===== src/rtl/pcs_pkg.sv =====
// package: constants, field layouts and carrier types of the per-port control/status bank
package pcs_pkg;
  localparam int unsigned PCS_PORTS = 4;
  localparam logic [3:0] PCS_SEL_CTRL_ONE = 4'h2;
  localparam logic [3:0] PCS_SEL_CTRL_TWO = 4'h3;
  localparam logic [3:0] PCS_SEL_STAT_ONE = 4'h4;
  localparam logic [3:0] PCS_SEL_STAT_TWO = 4'h5;
  localparam logic [3:0] PCS_SEL_DISC_LO = 4'h6;
  localparam logic [3:0] PCS_SEL_DISC_HI = 4'h7;
  localparam int unsigned PCS_BIT_PORT_OFF = 4;
  localparam int unsigned PCS_BIT_AD_START = 3;
  localparam int unsigned PCS_BIT_AD_ABORT = 2;
  localparam int unsigned PCS_BIT_DISC_FAIL = 7;
  localparam int unsigned PCS_BIT_FUNC_DONE = 6;
  localparam int unsigned PCS_BIT_WDOG = 4;
  localparam int unsigned PCS_BIT_AD_BUSY = 3;
  localparam int unsigned PCS_BIT_RES_DONE = 7;
  localparam logic [7:0] PCS_RST_BYTE = 8'h00;
  localparam logic [2:0] PCS_CLASS_MAX = 3'h4;
  localparam logic [3:0] PCS_FN_DISC1 = 4'h1;
  localparam logic [3:0] PCS_FN_DISC2 = 4'h2;
  localparam int unsigned PCS_OVERLOAD_MS = 50;

  typedef enum logic [2:0] {
    PCS_FLT_NONE = 3'b000,
    PCS_FLT_SUPPLY_WINDOW = 3'b001,
    PCS_FLT_THERMAL_SHUTDOWN = 3'b010,
    PCS_FLT_OVERLOAD = 3'b011,
    PCS_FLT_DISCONNECT = 3'b100
  } pcs_fault_t;

  typedef enum logic [2:0] {
    PCS_ST_DISABLED = 3'b000,
    PCS_ST_SEARCHING = 3'b001,
    PCS_ST_POWERING = 3'b010,
    PCS_ST_FAULT = 3'b011,
    PCS_ST_TEST = 3'b100,
    PCS_ST_OTHER_FAULT = 3'b101
  } pcs_state_t;

  // per-port status inputs from the port engine
  typedef struct packed {
    logic disc_fail;
    logic func_done;
    logic [2:0] class_code;
    logic supply_window_fault;
    logic thermal_shutdown_fault;
    logic overload_fault;
    logic load_disconnect;
    logic wdog_active;
    pcs_state_t state;
    logic ad_done;
    logic [14:0] ad_result;
  } pcs_port_in_t;

  // per-port controls to the port engine
  typedef struct packed {
    logic port_off;
    logic ad_start;
    logic ad_abort;
    logic [3:0] func_sel;
    logic func_write;
    logic ad_busy;
  } pcs_port_out_t;
endpackage : pcs_pkg


===== src/rtl/pcs_port_regs.sv =====
// file: per-port control and status register bank behind the management port
`timescale 1ns/1ns
module pcs_port_regs #(
  parameter int unsigned PORTS = pcs_pkg::PCS_PORTS
) (
  input wire logic sys_clk,
  input wire logic rst_b,
  input wire logic [$clog2(PORTS)-1:0] reg_port,
  input wire logic [3:0] reg_sel,
  input wire logic reg_wr,
  input wire logic reg_rd,
  input wire logic [7:0] reg_wdata,
  output logic [7:0] reg_rdata,
  input wire pcs_pkg::pcs_port_in_t [PORTS-1:0] port_in,
  output pcs_pkg::pcs_port_out_t [PORTS-1:0] port_out
);
  import pcs_pkg::*;

  // ****************************************
  // state
  // ****************************************
  logic [PORTS-1:0] port_off_r;
  logic [PORTS-1:0] ad_start_r;
  logic [PORTS-1:0] ad_abort_r;
  logic [PORTS-1:0] ad_busy_r;
  logic [PORTS-1:0] func_done_r;
  logic [PORTS-1:0] res_done_r;
  logic [PORTS-1:0] fn_wr_r;
  logic [3:0] func_sel_r [PORTS];
  logic [14:0] result_r [PORTS];
  logic [7:0] stat_one [PORTS];
  logic [7:0] stat_two [PORTS];

  function automatic logic hit(input logic [$clog2(PORTS)-1:0] p, input int unsigned i,
                               input logic [3:0] s, input logic [3:0] want);
    hit = (p == i[$clog2(PORTS)-1:0]) && (s == want);
  endfunction : hit

  // fault priority encoder; codes 101..111 cannot appear
  function automatic logic [2:0] fault_code(input pcs_port_in_t pi);
    if (pi.supply_window_fault) fault_code = PCS_FLT_SUPPLY_WINDOW;
    else if (pi.thermal_shutdown_fault) fault_code = PCS_FLT_THERMAL_SHUTDOWN;
    else if (pi.overload_fault) fault_code = PCS_FLT_OVERLOAD;
    else if (pi.load_disconnect) fault_code = PCS_FLT_DISCONNECT;
    else fault_code = PCS_FLT_NONE;
  endfunction : fault_code

  // ****************************************
  // control two and the control-one write strobe, per port
  // ****************************************
  always_ff @(posedge sys_clk or negedge rst_b) begin
    if (!rst_b) begin
      port_off_r <= '0;
      ad_start_r <= '0;
      ad_abort_r <= '0;
      fn_wr_r <= '0;
    end else begin
      for (int i = 0; i < PORTS; i++) begin
        fn_wr_r[i] <= reg_wr && hit(reg_port, i, reg_sel, PCS_SEL_CTRL_ONE);
        ad_start_r[i] <= 1'b0;
        if (reg_wr && hit(reg_port, i, reg_sel, PCS_SEL_CTRL_TWO)) begin
          port_off_r[i] <= reg_wdata[PCS_BIT_PORT_OFF];
          ad_start_r[i] <= reg_wdata[PCS_BIT_AD_START];
          ad_abort_r[i] <= reg_wdata[PCS_BIT_AD_ABORT];
        end
      end
    end
  end

  // ****************************************
  // function select shadow
  // ****************************************
  always_ff @(posedge sys_clk or negedge rst_b) begin
    if (!rst_b) begin
      for (int i = 0; i < PORTS; i++) func_sel_r[i] <= '0;
    end else begin
      for (int i = 0; i < PORTS; i++) begin
        if (reg_wr && hit(reg_port, i, reg_sel, PCS_SEL_CTRL_ONE)) begin
          func_sel_r[i] <= reg_wdata[3:0];
        end
      end
    end
  end

  // ****************************************
  // conversion tracking and result capture
  // ****************************************
  // an abort wins over a finishing conversion so no partial result lands
  always_ff @(posedge sys_clk or negedge rst_b) begin
    if (!rst_b) begin
      ad_busy_r <= '0;
      res_done_r <= '0;
      for (int i = 0; i < PORTS; i++) result_r[i] <= '0;
    end else begin
      for (int i = 0; i < PORTS; i++) begin
        if (ad_abort_r[i]) begin
          ad_busy_r[i] <= 1'b0;
        end else if (ad_start_r[i]) begin
          ad_busy_r[i] <= 1'b1;
        end else if (ad_busy_r[i] && port_in[i].ad_done) begin
          ad_busy_r[i] <= 1'b0;
          result_r[i] <= port_in[i].ad_result;
        end
        if (fn_wr_r[i] && (func_sel_r[i] == PCS_FN_DISC1 || func_sel_r[i] == PCS_FN_DISC2)) begin
          res_done_r[i] <= 1'b0;
        end else if (ad_busy_r[i] && port_in[i].ad_done && !ad_abort_r[i]) begin
          res_done_r[i] <= 1'b1;
        end
      end
    end
  end

  // ****************************************
  // function-done flag
  // ****************************************
  // done from the engine wins over the clearing write in the same cycle
  always_ff @(posedge sys_clk or negedge rst_b) begin
    if (!rst_b) begin
      func_done_r <= '0;
    end else begin
      for (int i = 0; i < PORTS; i++) begin
        if (port_in[i].func_done) func_done_r[i] <= 1'b1;
        else if (fn_wr_r[i]) func_done_r[i] <= 1'b0;
      end
    end
  end

  // ****************************************
  // status assembly
  // ****************************************
  always_comb begin
    for (int i = 0; i < PORTS; i++) begin
      stat_one[i] = PCS_RST_BYTE;
      stat_one[i][PCS_BIT_DISC_FAIL] = port_in[i].disc_fail;
      stat_one[i][PCS_BIT_FUNC_DONE] = func_done_r[i];
      // out-of-range class codes clamp to the top class
      stat_one[i][5:3] = (port_in[i].class_code > PCS_CLASS_MAX) ? PCS_CLASS_MAX
                                                                 : port_in[i].class_code;
      stat_one[i][2:0] = fault_code(port_in[i]);
      stat_two[i] = PCS_RST_BYTE;
      stat_two[i][PCS_BIT_WDOG] = port_in[i].wdog_active;
      stat_two[i][PCS_BIT_AD_BUSY] = ad_busy_r[i];
      // undefined state codes report as other fault
      stat_two[i][2:0] = (port_in[i].state > PCS_ST_OTHER_FAULT) ? PCS_ST_OTHER_FAULT
                                                                  : port_in[i].state;
      port_out[i].port_off = port_off_r[i];
      port_out[i].ad_start = ad_start_r[i];
      port_out[i].ad_abort = ad_abort_r[i];
      port_out[i].func_sel = func_sel_r[i];
      port_out[i].func_write = fn_wr_r[i];
      port_out[i].ad_busy = ad_busy_r[i];
    end
  end

  // ****************************************
  // read port
  // ****************************************
  // status is registered at read time; writes to read-only selects fall through
  always_ff @(posedge sys_clk or negedge rst_b) begin
    if (!rst_b) begin
      reg_rdata <= PCS_RST_BYTE;
    end else if (reg_rd) begin
      unique case (reg_sel)
        PCS_SEL_CTRL_ONE: reg_rdata <= {4'h0, func_sel_r[reg_port]};
        PCS_SEL_CTRL_TWO: reg_rdata <= {3'h0, port_off_r[reg_port], ad_start_r[reg_port],
                                        ad_abort_r[reg_port], 2'h0};
        PCS_SEL_STAT_ONE: reg_rdata <= stat_one[reg_port];
        PCS_SEL_STAT_TWO: reg_rdata <= stat_two[reg_port];
        PCS_SEL_DISC_LO: reg_rdata <= result_r[reg_port][7:0];
        PCS_SEL_DISC_HI: reg_rdata <= {res_done_r[reg_port], result_r[reg_port][14:8]};
        default: reg_rdata <= PCS_RST_BYTE;
      endcase
    end
  end
endmodule : pcs_port_regs


===== config.mk =====
export PLATFORM = sky130hd
export DESIGN_NAME = pcs_port_regs
export DESIGN_NICKNAME = d
export VERILOG_FILES = /design/src/rtl/pcs_pkg.sv /design/src/rtl/pcs_port_regs.sv
export SDC_FILE = /design/constraint.sdc
export NUM_CORES = 1
export LEC_CHECK = 0
export ABC_AREA = 1
export BUFFER_PORTS_ARGS = -buffer_cell sky130_fd_sc_hd__clkbuf_2
export CAP_MARGIN = 20
export CORE_MARGIN = 3
export CORE_UTILIZATION = 40
export CTS_BUF_LIST = sky130_fd_sc_hd__clkbuf_8 sky130_fd_sc_hd__clkbuf_16
export DETAILED_ROUTE_END_ITERATION = 10
export GPL_ROUTABILITY_DRIVEN = 0
export PLACE_DENSITY = 0.7
export SLEW_MARGIN = 10
export SYNTH_ARGS = -nofsm -noshare
export SYNTH_HDL_FRONTEND = slang
export SYNTH_SLANG_ARGS = --single-unit

===== constraint.sdc =====
create_clock -name sys_clk -period 1.5 [get_ports sys_clk]
set_input_delay 0.15 -clock sys_clk [delete_from_list [all_inputs] [get_ports sys_clk]]
set_output_delay 0.15 -clock sys_clk [all_outputs]
set_load 0.02 [all_outputs]

==> qor.txt <==
Maximum Capacitance Violations -> 0
power density over cell area -> 1040 nW/µm²
share of the synthesized area in the top cell type -> 0.476
number of design-rule violations left by the first detailed-router iteration -> 378
die extent in x -> 127 µm
cell taking the most area after synthesis -> sky130_fd_sc_hd__dfrtp_1
Internal Dissipation -> 0.00570 W
max-slew violation total from the final report -> 0
part of the power in the clock network -> 0.352
share of cells above drive strength 1 -> 0.308
routed vias/inst -> 4.90
Synth Instances -> 743
area after detailed placement -> 7180 µm²
highest attainable clock frequency -> 757 MHz
slew at the pin with the worst max-slew slack -> 452 ps
path class of the lowest-slack min-delay path -> in2reg
CTS H-Tree Depth -> 3
count of flip-flops with a built-in enable after synthesis -> 0
ranking of synthesized cells by area -> sky130_fd_sc_hd__dfrtp_1 (48%), sky130_fd_sc_hd__nand2_1 (21%), sky130_fd_sc_hd__mux2_2 (11%)
TritonCTS clock tree -> yes
switching power -> 0.00221 W
FFs w/ async S/R, synth -> 1.00
clock tree root driver cell -> sky130_fd_sc_hd__clkbuf_16
initial core utilization -> 0.416
final design utilization -> 0.536
total wire length -> 17900 µm
uppermost signal routing layer after detailed routing -> met4
M1 wire length -> 7750 µm
worst slack at placement -> -23.2 ps
area enclosed by the die boundary -> 16200 µm²
WHS -> 5.16 ps
number of iterations in the first detailed-routing pass -> 4
Layout fillers -> 1360
Crit path required time -> 1740 ps
combinational cell fraction of total power -> 0.186
number of unique standard cell types used by synthesis -> 29
global-route wire length before repair -> 28000 µm
number of buffers inserted by port buffering -> 174
GR Util All Layers -> 0.222
worst vdd ir -> 0.804 mV
largest net degree at the start of global routing -> 51
number of sinks handled by clock tree synthesis -> 112
most frequent cell after synthesis -> sky130_fd_sc_hd__nand2_1
Crit path arrival time -> 1560 ps
layout-stage area growth over the synthesis result -> 28.7%
Final Cell Area -> 7580 µm²
clock transition at the registers of the reported paths -> 80 ps
later-pin clock latency in the skew report -> 350 ps
flip-flop and latch count after synthesis -> 112
Switching Fraction -> 0.279
wire length on met2 -> 8550 µm
skew final -> 8.75 ps
path type of the worst setup path -> reg2reg
Critical Path End Type -> flip-flop
Final ANT Viol Nets -> 0
combined flip-flop and latch cell area -> 2800 µm²
number of primary I/O pins -> 178
WL met3 -> 1400 µm
post-synth net total -> 877
CTS buffer count -> 9
synthesis warning total -> 0
RSZ-0062 raised after global routing -> false
Period minus WS final -> 1320 ps
average cell area after synthesis -> 7.93 µm²
outcome -> finished clean
total number of vias -> 5498
leakage power summed over all cells -> 4.21 nW
final setup margin -> 179 ps
post-route fraction of the period consumed by the critical path -> 0.881
die height -> 127 µm
nets -> 1072
relative slew slack -> 0.698
Placeable Area -> 14100 µm²
remaining design rule violation count -> 0
final setup violating endpoints -> 0
worst-case clock buffer depth -> 2
total power consumption of the routed design -> 0.00791 W
number of antenna violations at the first check in global routing -> 0
mapped cell area -> 5890 µm²
Seq/Total Area, Yosys -> 0.476
multi-input combinational cell area -> 2730 µm²
number of antenna cells inserted -> 0
top post-synthesis cells by count -> sky130_fd_sc_hd__nand2_1 (336), sky130_fd_sc_hd__dfrtp_1 (112), sky130_fd_sc_hd__mux2_2 (57), sky130_fd_sc_hd__inv_1 (53), sky130_fd_sc_hd__nor2_1 (51)
wire per inst -> 16.0 µm
portion of total power attributed to sequential cells -> 0.462
Post-DP HPWL -> 13800 µm
overflow left after global routing -> 0
highest fanout seen on the critical path -> 16
number of global-route vias before repair -> 5284
main flop type after synthesis -> sky130_fd_sc_hd__dfrtp_1
startpoint kind of the worst setup timing path -> flip-flop
setup repair bufs after CTS -> 0
Site Rows -> 43
Fin. Hold Viols -> 0
cells by family (layout without fill, tap and decap cells):
kind of cell	count (synthesis)	count (layout)	share of synthesized area
xor gates and xnor gates	4	4	0.00594
buffers and inverters	80	280	0.0616
and+or+nand+nor	427	427	0.290
AOI/OAI and AO/OA	63	63	0.0575
muxes	57	57	0.109
DFF	112	112	0.476
layout make-up:
class | instances | share of cell area
sequential | 112 | 0.370
multi-input combinational | 551 | 0.360
timing repair buffer | 206 | 0.165
clock buffer | 9 | 0.0297
tap | 180 | 0.0297
inverter | 58 | 0.0294
clock inverter | 7 | 0.0172
path summary, 6_finish.rpt:
| kind | start | end | slack [ps] | depth (start not counted) |
|---|---|---|---|---|
| hold reg to reg | reg_rdata[2]$_DFFE_PN0P_ | reg_rdata[2]$_DFFE_PN0P_ | 490 | 2 |
| max in group asynchronous | rst_b | result_r[1]$_DFFE_PN0P_ | 730 | 3 |
| setup reg to reg | ad_abort_r[3]$_DFFE_PN0P_ | result_r[8]$_DFFE_PN0P_ | 180 | 4 |
| hold / removal | port_in[85] | func_done_r[2]$_DFFE_PN0P_ | 5 | 2 |
| min in group asynchronous | rst_b | fn_wr_r[3]$_DFF_PN0_ | 210 | 2 |
| setup / recovery | ad_abort_r[3]$_DFFE_PN0P_ | result_r[8]$_DFFE_PN0P_ | 180 | 4 |
flip-flops by register name, indices dropped and copies added, names as in the netlist:
register     count
result_r        60
ad_abort_r       4
ad_busy_r        4
reg_rdata        8
port_out        16
res_done_r       4
func_done_r      4
ad_start_r       4
port_off_r       4
fn_wr_r          4
per-layer routing:
metal | vias up | global-route usage
met4 | 0 | 0.0473
met5 | - | 0
met2 | 193 | 0.362
met3 | 13 | 0.0581
li1 | 2735 | -
met1 | 2557 | 0.301
through the flow:
| stage | TNS [ps] | instances |
|---|---|---|
| 6_report | 0 | 1123 |
| 5_1_grt | 0 | 1123 |
| 4_1_cts | 0 | 1123 |
| 3_5_place_dp | -41.6 | 1102 |
| 3_3_place_gp | 0 | 1102 |
| 2_1_floorplan | 0 | 743 |
worst max-delay path, stage by stage, from the launching register on:
cell                      delay [ps]
sky130_fd_sc_hd__dfrtp_1         480
sky130_fd_sc_hd__nor2_1           80
sky130_fd_sc_hd__nand2_1         120
sky130_fd_sc_hd__buf_12          170
sky130_fd_sc_hd__mux2_2          350
power groups by stage:
| stage | Clock [W] | Combinational [W] | Sequential (W) |
|---|---|---|---|
| floorplan | 0 | 0.000750 | 0.00376 |
| global placement | 0 | 0.00144 | 0.00370 |
| detailed placement | 0 | 0.00147 | 0.00371 |
| CTS | 0.00284 | 0.00149 | 0.00365 |
| global route | 0.00301 | 0.00164 | 0.00371 |
| finish | 0.00279 | 0.00147 | 0.00366 |
cell usage in the layout, fill, tap and decap left out, types with 2 or more instances in the layout:
| cell | netlist | routed |
|---|---|---|
| sky130_fd_sc_hd__nand2_1 | 336 | 336 |
| sky130_fd_sc_hd__clkbuf_2 | 0 | 173 |
| sky130_fd_sc_hd__dfrtp_1 | 112 | 112 |
| sky130_fd_sc_hd__mux2_2 | 57 | 57 |
| sky130_fd_sc_hd__inv_1 | 53 | 53 |
| sky130_fd_sc_hd__nor2_1 | 51 | 51 |
| sky130_fd_sc_hd__o21ai_0 | 38 | 38 |
| sky130_fd_sc_hd__nand3_1 | 21 | 21 |
| sky130_fd_sc_hd__buf_4 | 6 | 18 |
| sky130_fd_sc_hd__a21oi_1 | 10 | 10 |
| sky130_fd_sc_hd__buf_12 | 0 | 10 |
| sky130_fd_sc_hd__clkbuf_16 | 0 | 9 |
| sky130_fd_sc_hd__nand4_1 | 6 | 6 |
| sky130_fd_sc_hd__o22ai_1 | 5 | 5 |
| sky130_fd_sc_hd__dlygate4sd3_1 | 0 | 5 |
| sky130_fd_sc_hd__xor2_1 | 4 | 4 |
| sky130_fd_sc_hd__a31oi_1 | 4 | 4 |
| sky130_fd_sc_hd__o21bai_1 | 4 | 4 |
| sky130_fd_sc_hd__inv_2 | 3 | 3 |
| sky130_fd_sc_hd__nor2_4 | 3 | 3 |
| sky130_fd_sc_hd__nand2_2 | 3 | 3 |
| sky130_fd_sc_hd__bufinv_16 | 0 | 3 |
| sky130_fd_sc_hd__inv_4 | 2 | 2 |
| sky130_fd_sc_hd__nor2_2 | 2 | 2 |
| sky130_fd_sc_hd__nand3b_1 | 2 | 2 |
| sky130_fd_sc_hd__clkinvlp_4 | 0 | 2 |
repair_timing:
action                    4_1_cts  5_1_grt
resized for setup               0        0
hold buffers                    5        0
hold endpoints to repair       35        0
Power figures use the tool's default switching activity.
